<file path="src/shared/stcp_pkg.sv">
// Constants and types shared by the standard timer design files.
// What this block does
// - Counter high byte reads live, read-only.
// - Compare-A value is two read/write bytes.
// - Compare-P byte matches counter upper byte.
// - Compare-P period is value times 256.
// - Clear-select low: clear on P, both flags.
// - Clear-select high: clear on A only.
// - Compare-A zero with clear on A: overflow, no A flag.
// - Mode code 00 selects compare-match output.
// - Only compare-A matches move the pin.
// - Pin action sets, clears or toggles pin.
// - Enable rise loads pin initial level.
// - Mode 11 counts alike, pin unused.
// - PWM ignores clear-select; one sets period.
// - PWM raises both flags on matches.
// - PWM active level, force, invert controls.
// - Action codes: none, low, high, toggle.
// - Enable rise zeroes counter; fall holds.
// - Swap bit exchanges period and duty roles.
package stcp_pkg;
    // Datapath widths.
    localparam int CNT_W = 16;
    localparam int BYTE_W = 8;
    localparam int ADDR_W = 8;
    localparam int DATA_W = 32;
    // Register byte offsets.
    localparam logic [ADDR_W-1:0] OFF_CTRL0 = 8'h00;
    localparam logic [ADDR_W-1:0] OFF_CTRL1 = 8'h04;
    localparam logic [ADDR_W-1:0] OFF_CNT_LO = 8'h08;
    localparam logic [ADDR_W-1:0] OFF_CNT_HI = 8'h0C;
    localparam logic [ADDR_W-1:0] OFF_CMPA_LO = 8'h10;
    localparam logic [ADDR_W-1:0] OFF_CMPA_HI = 8'h14;
    localparam logic [ADDR_W-1:0] OFF_CMPP = 8'h18;
    localparam logic [ADDR_W-1:0] OFF_FLAGS = 8'h1C;
    // Field positions.
    localparam int C0_PAUSE = 7;
    localparam int C0_EN = 3;
    localparam int C1_MODE_HI = 7;
    localparam int C1_MODE_LO = 6;
    localparam int C1_ACT_HI = 5;
    localparam int C1_ACT_LO = 4;
    localparam int C1_INIT = 3;
    localparam int C1_INV = 2;
    localparam int C1_SWAP = 1;
    localparam int C1_CLRSEL = 0;
    localparam int FLG_A = 0;
    localparam int FLG_P = 1;
    // Reset values and fixed patterns.
    localparam logic [BYTE_W-1:0] CTRL0_MASK = 8'h88;
    localparam logic [BYTE_W-1:0] BYTE_RST = 8'h00;
    localparam logic [CNT_W-1:0] CNT_RST = 16'h0000;
    localparam logic [CNT_W-1:0] CNT_ONE = 16'h0001;
    localparam logic [DATA_W-BYTE_W-1:0] RD_PAD = 24'h000000;
    localparam logic [DATA_W-1:0] RD_ZERO = 32'h00000000;
    // Pin action codes: compare meaning, then PWM meaning.
    localparam logic [1:0] ACT_NONE = 2'h0;   // Hold, or force inactive.
    localparam logic [1:0] ACT_LOW = 2'h1;    // Drive low, or force active.
    localparam logic [1:0] ACT_HIGH = 2'h2;   // Drive high, or waveform.
    localparam logic [1:0] ACT_TOGGLE = 2'h3; // Toggle, or force inactive.
    // Operating modes.
    typedef enum logic [1:0] {
        MODE_CMP = 2'h0,
        MODE_CAP = 2'h1,
        MODE_PWM = 2'h2,
        MODE_TMR = 2'h3
    } stcp_mode_t;
    // Waveform phase inside one PWM period.
    typedef enum logic {
        PH_INACTIVE = 1'h0,
        PH_ACTIVE = 1'h1
    } stcp_phase_t;
endpackage : stcp_pkg

</file>
<file path="src/shared/stcp_if.sv">
// Interface joining the register block to the counter and pin logic.
`timescale 1ns/1ps
interface stcp_if;
    import stcp_pkg::*;
    logic ce;                  // State holds while low.
    logic start;               // One-cycle pulse on enable rise.
    logic running;             // Enabled and not paused.
    stcp_mode_t mode;          // Operating mode.
    logic [1:0] pin_act;       // Pin action field.
    logic init_lvl;            // Initial or active level.
    logic invert;              // Output inversion.
    logic swap;                // Duty and period exchange.
    logic clr_sel;             // Clear source in compare modes.
    logic [CNT_W-1:0] compare_a_value;    // Compare-A value.
    logic [BYTE_W-1:0] compare_p_value;   // Compare-P value.
    logic [CNT_W-1:0] cnt;     // Live counter.
    logic a_evt;               // Compare-A flag event.
    logic p_evt;               // Compare-P flag event.
    logic period_hit;          // PWM period clear.
    logic duty_hit;            // PWM duty match.
    logic pin;                 // Registered pin level.
    logic pin_oe;              // Registered pin enable.
    modport counter (input ce, start, running, mode, swap, clr_sel, compare_a_value, compare_p_value,
                     output cnt, a_evt, p_evt, period_hit, duty_hit);
    modport pin_side (input ce, start, mode, pin_act, init_lvl, invert, a_evt,
                      period_hit, duty_hit, output pin, pin_oe);
endinterface : stcp_if

</file>
<file path="src/hdl/stcp_counter.sv">
// Sixteen-bit counter with the two comparators and their events.
`timescale 1ns/1ps
module stcp_counter (
    input wire logic clk_in,
    input wire logic rst_in,
    stcp_if.counter tif
);
    import stcp_pkg::*;
    logic [CNT_W-1:0] cnt_r;   // Counter state.
    logic [CNT_W-1:0] cnt_nxt; // Next counter value.
    logic [CNT_W-1:0] cnt_inc; // Counter plus one, wrapping.
    logic a_wrap;              // Next value equals compare-A.
    logic a_match;             // Compare-A match with nonzero value.
    logic p_match;             // Next value hits compare-P boundary.
    logic clr;                 // Clear instead of incrementing.

    // Matches look at the next value so that a match clears on time.
    always_comb begin
        cnt_inc = cnt_r + CNT_ONE;
        a_wrap = (cnt_inc == tif.compare_a_value);
        a_match = a_wrap && (tif.compare_a_value != CNT_RST);
        p_match = (cnt_inc == {tif.compare_p_value, BYTE_RST});
        clr = 1'b0;
        tif.a_evt = 1'b0;
        tif.p_evt = 1'b0;
        tif.period_hit = 1'b0;
        tif.duty_hit = 1'b0;
        case (tif.mode)
            MODE_CMP, MODE_TMR: begin
                tif.a_evt = a_match;
                if (tif.clr_sel) begin
                    clr = a_match;
                end else begin
                    clr = p_match;
                    tif.p_evt = p_match;
                end
            end
            MODE_PWM: begin
                tif.a_evt = a_match;
                tif.p_evt = p_match;
                if (tif.swap) begin
                    clr = a_wrap;
                    tif.period_hit = a_wrap;
                    tif.duty_hit = p_match;
                end else begin
                    clr = p_match;
                    tif.period_hit = p_match;
                    tif.duty_hit = a_wrap;
                end
            end
            default: begin
                clr = 1'b0;
            end
        endcase
        // Events only count while the counter really advances.
        if (!tif.running || tif.start) begin
            tif.a_evt = 1'b0;
            tif.p_evt = 1'b0;
            tif.period_hit = 1'b0;
            tif.duty_hit = 1'b0;
        end
        cnt_nxt = cnt_r;
        if (tif.start) begin
            cnt_nxt = CNT_RST;
        end else if (tif.running) begin
            cnt_nxt = clr ? CNT_RST : cnt_inc;
        end
    end

    // Counter register, frozen by the clock enable.
    always_ff @(posedge clk_in or posedge rst_in) begin
        if (rst_in) begin
            cnt_r <= CNT_RST;
        end else if (tif.ce) begin
            cnt_r <= cnt_nxt;
        end
    end

    assign tif.cnt = cnt_r;
endmodule : stcp_counter

</file>
<file path="src/hdl/stcp_pin.sv">
// Output pin logic for compare-match and PWM modes.
`timescale 1ns/1ps
module stcp_pin (
    input wire logic clk_in,
    input wire logic rst_in,
    stcp_if.pin_side tif
);
    import stcp_pkg::*;
    logic lvl_r;              // Compare-mode pin level.
    logic lvl_nxt;
    stcp_phase_t phase_r;     // PWM phase.
    stcp_phase_t phase_nxt;
    logic pin_r;              // Final pin level.
    logic pin_nxt;
    logic oe_r;               // Pin drive enable.
    logic oe_nxt;
    logic wave;               // PWM level before inversion.

    // Next level, phase and final pin value.
    always_comb begin
        lvl_nxt = lvl_r;
        phase_nxt = phase_r;
        wave = ~tif.init_lvl;
        if (tif.start) begin
            lvl_nxt = tif.init_lvl;
            phase_nxt = PH_ACTIVE;
        end else begin
            if (tif.mode == MODE_CMP && tif.a_evt) begin
                case (tif.pin_act)
                    ACT_LOW: lvl_nxt = 1'b0;
                    ACT_HIGH: lvl_nxt = 1'b1;
                    ACT_TOGGLE: lvl_nxt = ~lvl_r;
                    default: lvl_nxt = lvl_r;
                endcase
            end
            // A period clear outranks a duty match in the same cycle.
            if (tif.period_hit) begin
                phase_nxt = PH_ACTIVE;
            end else if (tif.duty_hit) begin
                phase_nxt = PH_INACTIVE;
            end
        end
        case (tif.pin_act)
            ACT_LOW: wave = tif.init_lvl;
            ACT_HIGH: wave = (phase_nxt == PH_ACTIVE) ? tif.init_lvl : ~tif.init_lvl;
            default: wave = ~tif.init_lvl;
        endcase
        case (tif.mode)
            MODE_CMP: begin
                oe_nxt = 1'b1;
                pin_nxt = lvl_nxt ^ tif.invert;
            end
            MODE_PWM: begin
                oe_nxt = 1'b1;
                pin_nxt = wave ^ tif.invert;
            end
            default: begin
                oe_nxt = 1'b0;
                pin_nxt = 1'b0;
            end
        endcase
    end

    // Pin registers, frozen by the clock enable.
    always_ff @(posedge clk_in or posedge rst_in) begin
        if (rst_in) begin
            lvl_r <= 1'b0;
            phase_r <= PH_INACTIVE;
            pin_r <= 1'b0;
            oe_r <= 1'b0;
        end else if (tif.ce) begin
            lvl_r <= lvl_nxt;
            phase_r <= phase_nxt;
            pin_r <= pin_nxt;
            oe_r <= oe_nxt;
        end
    end

    assign tif.pin = pin_r;
    assign tif.pin_oe = oe_r;
endmodule : stcp_pin

</file>
<file path="src/hdl/stcp_top.sv">
// Standard timer top: APB registers, counter and output pin.
`timescale 1ns/1ps
module stcp_top (
    input wire logic clk_in,
    input wire logic rst_in,
    input wire logic ce_in,
    input wire logic psel_in,
    input wire logic penable_in,
    input wire logic pwrite_in,
    input wire logic [stcp_pkg::ADDR_W-1:0] paddr_in,
    input wire logic [stcp_pkg::DATA_W-1:0] pwdata_in,
    output logic [stcp_pkg::DATA_W-1:0] prdata_out,
    output logic pready_out,
    output logic pslverr_out,
    output logic timer_pin_out,
    output logic timer_pin_oe_out
);
    import stcp_pkg::*;

    //------------------------------------------------------------
    // Register state
    //------------------------------------------------------------

    // Control word 0: pause and enable.
    logic [BYTE_W-1:0] ctrl0_r;
    logic [BYTE_W-1:0] ctrl0_nxt;

    // Control word 1: mode and pin settings.
    logic [BYTE_W-1:0] ctrl1_r;
    logic [BYTE_W-1:0] ctrl1_nxt;

    // Compare-A bytes.
    logic [BYTE_W-1:0] compare_a_value_lo_r;
    logic [BYTE_W-1:0] compare_a_value_lo_nxt;
    logic [BYTE_W-1:0] compare_a_value_hi_r;
    logic [BYTE_W-1:0] compare_a_value_hi_nxt;

    // Compare-P byte.
    logic [BYTE_W-1:0] compare_p_value_r;
    logic [BYTE_W-1:0] compare_p_value_nxt;

    // Sticky match flags.
    logic flag_a_r;
    logic flag_a_nxt;
    logic flag_p_r;
    logic flag_p_nxt;

    // Enable as seen one cycle before.
    logic en_prev_r;
    logic en_prev_nxt;

    // Read data and error captured in setup.
    logic [DATA_W-1:0] prdata_r;
    logic [DATA_W-1:0] prdata_nxt;
    logic slverr_r;
    logic slverr_nxt;

    // High once read data and error are captured for the transfer in flight.
    logic held_r;
    logic held_nxt;

    //------------------------------------------------------------
    // Bus decode
    //------------------------------------------------------------

    logic setup;                // Setup phase of a transfer.
    logic access;               // Access phase of a transfer.
    logic wr_acc;               // Write taking effect.
    logic hit;                  // Address is mapped.
    logic [DATA_W-1:0] rd_word; // Read value for the address.
    logic clr_a;                // Software clears flag A.
    logic clr_p;                // Software clears flag P.

    // Shared block signals.
    stcp_if u_if ();

    assign setup = psel_in && !penable_in;
    assign access = psel_in && penable_in;
    assign wr_acc = access && pwrite_in && held_r;

    //------------------------------------------------------------
    // Register next values
    //------------------------------------------------------------

    // Address decode, writes, flag updates and read capture.
    always_comb begin
        rd_word = RD_ZERO;
        hit = 1'b1;
        case (paddr_in)
            OFF_CTRL0: rd_word = {RD_PAD, ctrl0_r};
            OFF_CTRL1: rd_word = {RD_PAD, ctrl1_r};
            OFF_CNT_LO: rd_word = {RD_PAD, u_if.cnt[BYTE_W-1:0]};
            OFF_CNT_HI: rd_word = {RD_PAD, u_if.cnt[CNT_W-1:BYTE_W]};
            OFF_CMPA_LO: rd_word = {RD_PAD, compare_a_value_lo_r};
            OFF_CMPA_HI: rd_word = {RD_PAD, compare_a_value_hi_r};
            OFF_CMPP: rd_word = {RD_PAD, compare_p_value_r};
            OFF_FLAGS: rd_word = {RD_PAD, BYTE_RST[BYTE_W-1:2], flag_p_r, flag_a_r};
            default: hit = 1'b0;
        endcase

        // Captured once per transfer, even if the setup edge was frozen.
        prdata_nxt = (psel_in && !held_r) ? rd_word : prdata_r;
        slverr_nxt = (psel_in && !held_r) ? !hit : slverr_r;
        // Cleared at the completing access edge, so back-to-back setups capture again.
        held_nxt = psel_in && !(penable_in && held_r);

        // Writes land only in the access phase.
        ctrl0_nxt = ctrl0_r;
        ctrl1_nxt = ctrl1_r;
        compare_a_value_lo_nxt = compare_a_value_lo_r;
        compare_a_value_hi_nxt = compare_a_value_hi_r;
        compare_p_value_nxt = compare_p_value_r;
        clr_a = 1'b0;
        clr_p = 1'b0;
        if (wr_acc) begin
            case (paddr_in)
                OFF_CTRL0: ctrl0_nxt = pwdata_in[BYTE_W-1:0] & CTRL0_MASK;
                OFF_CTRL1: ctrl1_nxt = pwdata_in[BYTE_W-1:0];
                OFF_CMPA_LO: compare_a_value_lo_nxt = pwdata_in[BYTE_W-1:0];
                OFF_CMPA_HI: compare_a_value_hi_nxt = pwdata_in[BYTE_W-1:0];
                OFF_CMPP: compare_p_value_nxt = pwdata_in[BYTE_W-1:0];
                OFF_FLAGS: begin
                    clr_a = pwdata_in[FLG_A];
                    clr_p = pwdata_in[FLG_P];
                end
                default: begin
                    clr_a = 1'b0;
                end
            endcase
        end

        // A new match wins over a clear in the same cycle.
        flag_a_nxt = u_if.a_evt || (flag_a_r && !clr_a);
        flag_p_nxt = u_if.p_evt || (flag_p_r && !clr_p);

        // Remember the enable to find its rising edge.
        en_prev_nxt = ctrl0_r[C0_EN];
    end

    //------------------------------------------------------------
    // Register flops
    //------------------------------------------------------------

    // All register state, frozen by the clock enable.
    always_ff @(posedge clk_in or posedge rst_in) begin
        if (rst_in) begin
            ctrl0_r <= BYTE_RST;
            ctrl1_r <= BYTE_RST;
            compare_a_value_lo_r <= BYTE_RST;
            compare_a_value_hi_r <= BYTE_RST;
            compare_p_value_r <= BYTE_RST;
            flag_a_r <= 1'b0;
            flag_p_r <= 1'b0;
            en_prev_r <= 1'b0;
            prdata_r <= RD_ZERO;
            slverr_r <= 1'b0;
            held_r <= 1'b0;
        end else if (ce_in) begin
            ctrl0_r <= ctrl0_nxt;
            ctrl1_r <= ctrl1_nxt;
            compare_a_value_lo_r <= compare_a_value_lo_nxt;
            compare_a_value_hi_r <= compare_a_value_hi_nxt;
            compare_p_value_r <= compare_p_value_nxt;
            flag_a_r <= flag_a_nxt;
            flag_p_r <= flag_p_nxt;
            en_prev_r <= en_prev_nxt;
            prdata_r <= prdata_nxt;
            slverr_r <= slverr_nxt;
            held_r <= held_nxt;
        end
    end

    //------------------------------------------------------------
    // Block wiring
    //------------------------------------------------------------

    // Settings handed to the counter and the pin logic.
    assign u_if.ce = ce_in;
    assign u_if.start = ctrl0_r[C0_EN] && !en_prev_r;
    assign u_if.running = ctrl0_r[C0_EN] && !ctrl0_r[C0_PAUSE];
    assign u_if.mode = stcp_mode_t'(ctrl1_r[C1_MODE_HI:C1_MODE_LO]);
    assign u_if.pin_act = ctrl1_r[C1_ACT_HI:C1_ACT_LO];
    assign u_if.init_lvl = ctrl1_r[C1_INIT];
    assign u_if.invert = ctrl1_r[C1_INV];
    assign u_if.swap = ctrl1_r[C1_SWAP];
    assign u_if.clr_sel = ctrl1_r[C1_CLRSEL];
    assign u_if.compare_a_value = {compare_a_value_hi_r, compare_a_value_lo_r};
    assign u_if.compare_p_value = compare_p_value_r;

    // Counter and comparators.
    stcp_counter u_counter (
        .clk_in(clk_in),
        .rst_in(rst_in),
        .tif(u_if)
    );

    // Output pin.
    stcp_pin u_pin (
        .clk_in(clk_in),
        .rst_in(rst_in),
        .tif(u_if)
    );

    // Bus answers; the slave stalls while frozen or until the read data is captured.
    assign pready_out = ce_in && held_r;
    assign prdata_out = prdata_r;
    assign pslverr_out = slverr_r && access;
    assign timer_pin_out = u_if.pin;
    assign timer_pin_oe_out = u_if.pin_oe;

    //------------------------------------------------------------
    // Checks
    //------------------------------------------------------------

    // A high byte read returns the counter at setup.
    a_high_byte_read: assert property (
        @(posedge clk_in) disable iff (rst_in)
        ce_in && setup && paddr_in == OFF_CNT_HI
        |=> prdata_r == {RD_PAD, $past(u_if.cnt[CNT_W-1:BYTE_W])})
        else $error("High byte read does not match the counter.");

    // The compare-A high byte takes the written data.
    a_cmpa_high_write: assert property (
        @(posedge clk_in) disable iff (rst_in)
        ce_in && wr_acc && paddr_in == OFF_CMPA_HI
        |=> u_if.compare_a_value[CNT_W-1:BYTE_W] == $past(pwdata_in[BYTE_W-1:0]))
        else $error("Compare-A high byte write lost.");

    // A compare-P match clears the counter and sets flag P.
    a_p_match_clear: assert property (
        @(posedge clk_in) disable iff (rst_in)
        ce_in && u_if.running && !u_if.start && !u_if.clr_sel
        && (u_if.mode == MODE_CMP || u_if.mode == MODE_TMR)
        && u_if.cnt + CNT_ONE == {compare_p_value_r, BYTE_RST}
        |=> u_if.cnt == CNT_RST && flag_p_r)
        else $error("Compare-P match did not clear and flag.");

    // With clear-select high no P flag appears.
    a_no_p_flag: assert property (
        @(posedge clk_in) disable iff (rst_in)
        ce_in && u_if.clr_sel && !flag_p_r
        && (u_if.mode == MODE_CMP || u_if.mode == MODE_TMR)
        |=> !flag_p_r)
        else $error("Flag P set while clearing on compare-A.");

    // A zero compare-A value never raises flag A.
    a_zero_a_silent: assert property (
        @(posedge clk_in) disable iff (rst_in)
        ce_in && u_if.compare_a_value == CNT_RST && !flag_a_r
        |=> !flag_a_r)
        else $error("Flag A set with compare-A zero.");

    // An enable rise zeroes the counter.
    a_start_zero: assert property (
        @(posedge clk_in) disable iff (rst_in)
        ce_in && u_if.start |=> u_if.cnt == CNT_RST)
        else $error("Counter not zero after enable rise.");

    // A stopped or paused counter keeps its value.
    a_stop_holds: assert property (
        @(posedge clk_in) disable iff (rst_in)
        ce_in && !u_if.running && !u_if.start |=> $stable(u_if.cnt))
        else $error("Counter moved while stopped.");

    // An enable rise in compare mode loads the initial level.
    a_pin_initial: assert property (
        @(posedge clk_in) disable iff (rst_in)
        ce_in && u_if.start && u_if.mode == MODE_CMP && !wr_acc
        |=> timer_pin_out == (u_if.init_lvl ^ u_if.invert))
        else $error("Pin not at initial level after enable rise.");

    // A toggle action flips the pin on a compare-A event.
    a_pin_toggle: assert property (
        @(posedge clk_in) disable iff (rst_in)
        ce_in && u_if.mode == MODE_CMP && u_if.pin_act == ACT_TOGGLE
        && u_if.a_evt && !wr_acc && $stable(ctrl1_r)
        |=> timer_pin_out != $past(timer_pin_out))
        else $error("Pin did not toggle on compare-A.");

    // Without a compare-A event the compare pin stays put.
    a_pin_steady: assert property (
        @(posedge clk_in) disable iff (rst_in)
        ce_in && u_if.mode == MODE_CMP && !u_if.a_evt && !u_if.start
        && !wr_acc && timer_pin_oe_out && $stable(ctrl1_r)
        |=> $stable(timer_pin_out))
        else $error("Pin changed without compare-A event.");

    // Flags A and P both follow PWM matches.
    a_pwm_flags: assert property (
        @(posedge clk_in) disable iff (rst_in)
        ce_in && u_if.mode == MODE_PWM && (u_if.a_evt || u_if.p_evt)
        |=> (flag_a_r || !$past(u_if.a_evt)) && (flag_p_r || !$past(u_if.p_evt)))
        else $error("PWM match flags missing.");

    // A PWM period clear restarts the active phase.
    a_pwm_period: assert property (
        @(posedge clk_in) disable iff (rst_in)
        ce_in && u_if.mode == MODE_PWM && u_if.pin_act == ACT_HIGH
        && u_if.period_hit && !wr_acc
        |=> u_if.cnt == CNT_RST
        && timer_pin_out == (u_if.init_lvl ^ u_if.invert))
        else $error("PWM period did not restart active level.");

    // Timer mode leaves the pin undriven.
    a_timer_no_pin: assert property (
        @(posedge clk_in) disable iff (rst_in)
        ce_in && u_if.mode == MODE_TMR && !wr_acc
        |=> !timer_pin_oe_out)
        else $error("Pin driven in timer mode.");

endmodule : stcp_top

</file>
<file path="config.mk">
export PLATFORM = sky130hd
export DESIGN_NAME = stcp_top
export DESIGN_NICKNAME = d
export VERILOG_FILES = /design/src/shared/stcp_pkg.sv /design/src/shared/stcp_if.sv /design/src/hdl/stcp_counter.sv /design/src/hdl/stcp_pin.sv /design/src/hdl/stcp_top.sv
export SDC_FILE = /design/constraint.sdc
export NUM_CORES = 1
export LEC_CHECK = 0
export ABC_CLOCK_PERIOD_IN_PS = 7300
export BUFFER_PORTS_ARGS = -buffer_cell sky130_fd_sc_hd__buf_2
export CORE_MARGIN = 3
export CORE_UTILIZATION = 61
export CTS_CLUSTER_DIAMETER = 80
export CTS_CLUSTER_SIZE = 28
export DETAILED_ROUTE_END_ITERATION = 7
export PLACE_DENSITY = 0.83
export SYNTH_ARGS = -nofsm -noshare
export SYNTH_HDL_FRONTEND = slang
export SYNTH_SLANG_ARGS = --single-unit
</file>
<file path="constraint.sdc">
create_clock -name clk_in -period 7.3 [get_ports clk_in]
set_input_delay 1.46 -clock clk_in [delete_from_list [all_inputs] [get_ports clk_in]]
set_output_delay 1.46 -clock clk_in [all_outputs]
set_load 0.05 [all_outputs]
</file>
### Word level (Yosys, flattened, before mapping)

Cells that the tools add are included.

* register bits: 91
* bits of input ports: 46

* add/subtract/negate cells: 1
* equality and inequality tests: 14
* muxes and demuxes: 32
* bitwise gates (word level): 4
* reduce and logical (&&, ||, !) cells: 40

Operator list (count)
* $pmux 8 s8: 1
* $mux 16: 3
* $eq 16x16->1: 2
* $eq 8x5->1 const B: 4
* $mux 1: 23
* $add 16x1->16 const B: 1
* $eq 8x4->1 const B: 2
* $reduce_bool 16->1: 1
* $reduce_and 3->1: 5
* $logic_and 1x1->1: 14
* $eq 2x2->1 const B: 4
* $eq 8x3->1 const B: 1
* $logic_not 1->1: 8
* $logic_not 8->1: 1
* $pmux 1 s2: 4
* $reduce_or 8->1: 1
* $reduce_and 2->1: 2
* $reduce_or 2->1: 2
* $logic_or 1x1->1: 3
* $pmux 1 s3: 1
* $reduce_or 3->1: 1
* $eq 2x1->1 const B: 1
* $logic_not 2->1: 1
* $not 1->1: 2
* other kinds (2): 3

### Depth between registers and ports, before layout

* depth after elaboration: 12
* depth in mapped cells: 14
* depth with buffers taken out: 12

### Modules after synthesis

A second synthesis with hierarchy kept.

* cells, all modules: 554
* area, all modules: 5108.6 µm²

Modules (own cells, without submodules)
* stcp_top: times used 1, cells an instance 221, area each 2547.4 µm², seq. area each 1176.1 µm²
* stcp_counter: times used 1, cells an instance 296, area each 2235.9 µm², seq. area each 400.4 µm²
* stcp_pin: times used 1, cells an instance 37, area each 325.3 µm², seq. area each 100.1 µm²

### Least setup slack after synthesis

OpenSTA, ideal clock, no wires.

* path type: input to output
* start: in psel_in
* end: out pslverr_out
* arrival: 1.904 ns
* required time: 5.840 ns
* path slack: 3.936 ns
* stages: 1
* path buffers: 0
* path through: and3_1

* cells in the longest elaborated chain, start to end: 2

Ends and longest elaborated chain
* start: declaration: RTL line stcp_top.sv:7 `input wire logic psel_in,`
* $logic_and 1x1->1: RTL line stcp_top.sv:78 `assign access = psel_in && penable_in;`
* $logic_and 1x1->1: RTL line stcp_top.sv:207 `assign pslverr_out = slverr_r && access;`
* end: declaration: RTL line stcp_top.sv:14 `output logic pslverr_out,`

No other way between the ends.

### Worst setup path after layout

* start: reg u_counter.cnt_r[4] (netlist: u_counter.tif.cnt[4])
* end: reg u_counter.cnt_r[11] (netlist: u_counter.tif.cnt[11])

* cells in the longest elaborated chain, start to end: 8
* elaborated cells on any way between the ends: 10
* those cells by class: 1 x add/sub; 2 x eq/ne; 6 x mux; 1 x reduce/logical

Ends and longest elaborated chain
* start: declaration: RTL line stcp_counter.sv:9 `logic [CNT_W-1:0] cnt_r;`
* start signal: assignment: RTL line stcp_counter.sv:75 `cnt_r <= cnt_nxt;`
* $add 16x1->16 *: RTL line stcp_counter.sv:19 `cnt_inc = cnt_r + CNT_ONE;`
* $eq 16x16->1: RTL line stcp_counter.sv:20 `a_wrap = (cnt_inc == tif.compare_a_value);`
* $logic_and 1x1->1: RTL line stcp_counter.sv:21 `a_match = a_wrap && (tif.compare_a_value != CNT_RST);`
* $mux 1: RTL line stcp_counter.sv:31 `if (tif.clr_sel) begin`
* $pmux 1 s2: RTL line stcp_counter.sv:28 `case (tif.mode)`
* $mux 16 *: RTL line stcp_counter.sv:66 `cnt_nxt = clr ? CNT_RST : cnt_inc;`
* $mux 16 *: RTL line stcp_counter.sv:65 `end else if (tif.running) begin`
* $mux 16 *: RTL line stcp_counter.sv:63 `if (tif.start) begin`

Every way passes the cells marked *; elsewhere a longest branch is shown, timed or not. The select of a mux whose other input is x is not followed.
A chain may end at the register's enable or synchronous reset.

==> impl_metrics.toml <==
[outcome]
outcome = "finished clean"

[sta]
tightest_slew_ns = 1.18
fin_crit_ns = 4.41
finalHoldViolCount = 0
setup_viol = 0
rsz0062_at_grt = "false"
period_share_pct = 60.4
relSlewSlack_pct = 20.9
clock_skew_ns = 0.0105
maxClockFrequency_mhz = 227
fin_tns_setup_ns = 0
drv_slew = 0

[synth]
synth_area_leaders = "dfrtp_1, mux2_2, xnor2_1, buf_4, nand2_1"
synth_enable_flop_cells = 0
syn_area_um2 = 4460
synth.most_common_cell = "dfrtp_1"
ys.flop_type = "dfrtp_1"
synth_seq_area_share_pct = 37.6
syn_area_per_cell_um2 = 9.55
synthDistinctLibCells = 60
synth_area_leader_cell = "dfrtp_1"
synth_common_cells = "dfrtp_1, nand2_1, mux2_2, buf_4"
synthCells = 467
synth-seq-cells = 67
async_flop_share_pct = 100
ys_warn_count = 0
synth.top_cell.area_share_pct = 37.6

[critical_path]
critPathSlowestCell = "o21bai_2"
startpoint_type = "flop"
endpoint = "u_counter.tif.cnt[11]"
slowest_delay_ns = 0.82
r2r_slack_ns = 2.89
r2r_end = "u_counter.tif.cnt[11]"
path_cells = "nand3_2 -> nor4_4 -> xor2_1 -> a2111o_1 -> nor4_1 -> nand4_1 -> o22ai_1 -> a21oi_1 -> o21bai_2 -> o21ai_0 -> a21o_1"
r2r_cells = 11
critPathTopFamily = "compound AO/OA/AOI/OAI gates"
critPathCaptureType = "flop"
cp_num_buf_inv = 0
arrival_ns = 4.65
cp_max_fo = 28
critical_path_class = "reg -> reg"
r2r-start = "u_counter.tif.cnt[4]"
cp_data_required_time_ns = 7.54
cp-startpoint = "u_counter.tif.cnt[4]"
cp.depth = 11

[grt]
overflow = 0
grt_pass1_wl_um = 18500
track_usage_pct = 28.2
grt_max_degree = 68
grt_pass1_vias = 3560
antenna_found_initial = 0

[place]
dpl.hpwl_um = 8290
io_buffers = 33
place_congestion = 0.950

[route]
first_pass_iters = 6
top_layer_used = "met4"
drcViolationCount = 0
dr_wl_met3_um = 938
via_per_inst = 6.39
wl_met2_um = 5230
drt-total-wl_um = 11300
first_iter_violations = 444
avgRoutedWirePerCell_um = 19.1
num_vias = 3791
wl_met1_um = 4750
ant_nets = 0

[cts]
cts.sinks = 67
htree_levels = 3
cts_resized = 0
cts_made_buffers = 9
post_cts_buffers = 0
cts_tree = "built"
root_buffer = "clkbuf_8"
cts_hold_buf = 0
clock_tree.buffer_depth = 2
path_clk_slew_ns = 0.07
clk_latency_ns = 0.36

[die]
ioPinCount = 82
dieArea_um2 = 8370
start_util_pct = 64.2
die_w_um = 91.5
core_area_um2 = 6940
die_y_um = 91.5
rows = 30

[pwr]
irDropWorstVdd_mv = 0.108
p_leak_uw = 0.00223
p_per_area_nw_per_um2 = 160
total_power_uw = 762

[job]
drv_cap = 0

[final_layout]
area_growth_pct = 6.65
drive_gt1_share_pct = 20.3
fillers = 546
layout.nets = 544
num_antenna_cells = 0

[worst_hold_path]
min_path_type = "reg -> reg"
cell families after synthesis:
logic type      synth area share, %
compound gates                 15.7
other cells                  0.0841
fa+ha+maj                      1.68
mux                            9.76
xor+xnor                       7.85
simple gates                   19.7
flops                          37.6
buf+inv                        7.60
registers in the layout (all words and copies together) (netlist names), 2 cells and up:
name,count
compare_a_value_lo_r,8
prdata_out,8
compare_a_value_hi_r,8
ctrl1_r,8
u_counter.tif.cnt,16
compare_p_value_r,8
ctrl0_r,2
power by group:
group	switching (µW)	internal (µW)	total, µW	leakage (µW)
logic	57.5	15.7	73.2	0.00122
registers	4.02	375	379	0.000912
clock network	151	158	310	0.0000966
total	213	549	762	0.00223
layout by cell type (no fill, tap or decap), types with 3 or more instances in the layout:
master     n
a21o_1    17
a21oi_1    5
a221oi_1   4
a222oi_1   3
a22oi_1   18
a31oi_1    4
and2_1     4
and3_1     7
buf_2     33
clkbuf_8   9
conb_1    24
dfrtp_1   67
ha_1       6
inv_1     16
mux2_2    36
mux2i_1    3
nand2_1   42
nand2b_1   3
nand3_1   12
nand3_2    3
nand4_1    8
nor2_1    20
nor3_1    19
nor3b_1    7
nor4_1    11
nor4_4     3
o21ai_0   27
or3_1      3
xnor2_1   27
xor2_1    13
through the flow:
step	hold WS (ns)	utilization [%]	cells	instance area (µm²)	setup WS [ns]
after CTS	0.485	68.5	593	4760	2.99
final	0.477	68.5	593	4760	2.89
after global placement	0.454	65.7	577	4560	3.18
after floorplan	0.442	-	490	4550	3.94
after detailed placement	0.469	65.7	577	4560	3.00
after global routing	0.515	68.5	593	4760	2.64
worst min-delay path by stage:
stage	startpoint	to	slack (ns)	cells past startpoint
floorplan	flag_p_r	flag_p_r	0.44	2
global placement	prdata_out[0]	prdata_out[0]	0.45	1
detailed placement	prdata_out[4]	prdata_out[4]	0.47	2
CTS	prdata_out[4]	prdata_out[4]	0.49	2
global route	prdata_out[7]	prdata_out[7]	0.51	1
finish	prdata_out[4]	prdata_out[4]	0.48	2
layer usage:
| layer | vias up | global-route usage [%] |
|---|---|---|
| li1 | 1710 | - |
| met1 | 1825 | 38.0 |
| met2 | 216 | 43.5 |
| met3 | 40 | 6.46 |
| met4 | 0 | 12.2 |
| met5 | - | 0 |
cell type report:
type | count | area (µm²) | share of cell area (%)
Tap cell | 96 | 120 | 2.52
Timing Repair Buffer | 34 | 173 | 3.63
Sequential cell | 67 | 1680 | 35.2
Inverter | 17 | 63.8 | 1.34
Multi-Input combinational cell | 363 | 2530 | 53.2
Clock inverter | 6 | 65.1 | 1.37
Clock buffer | 10 | 128 | 2.68
worst register-to-register path, delay by kind of cell (launching register included):
kind            cells  cell delay [ns]
simple gates        4             1.44
compound gates      6             2.13
flops               1             0.61
xor+xnor            1             0.12
Note: power is estimated with default switching activity, not from simulation.
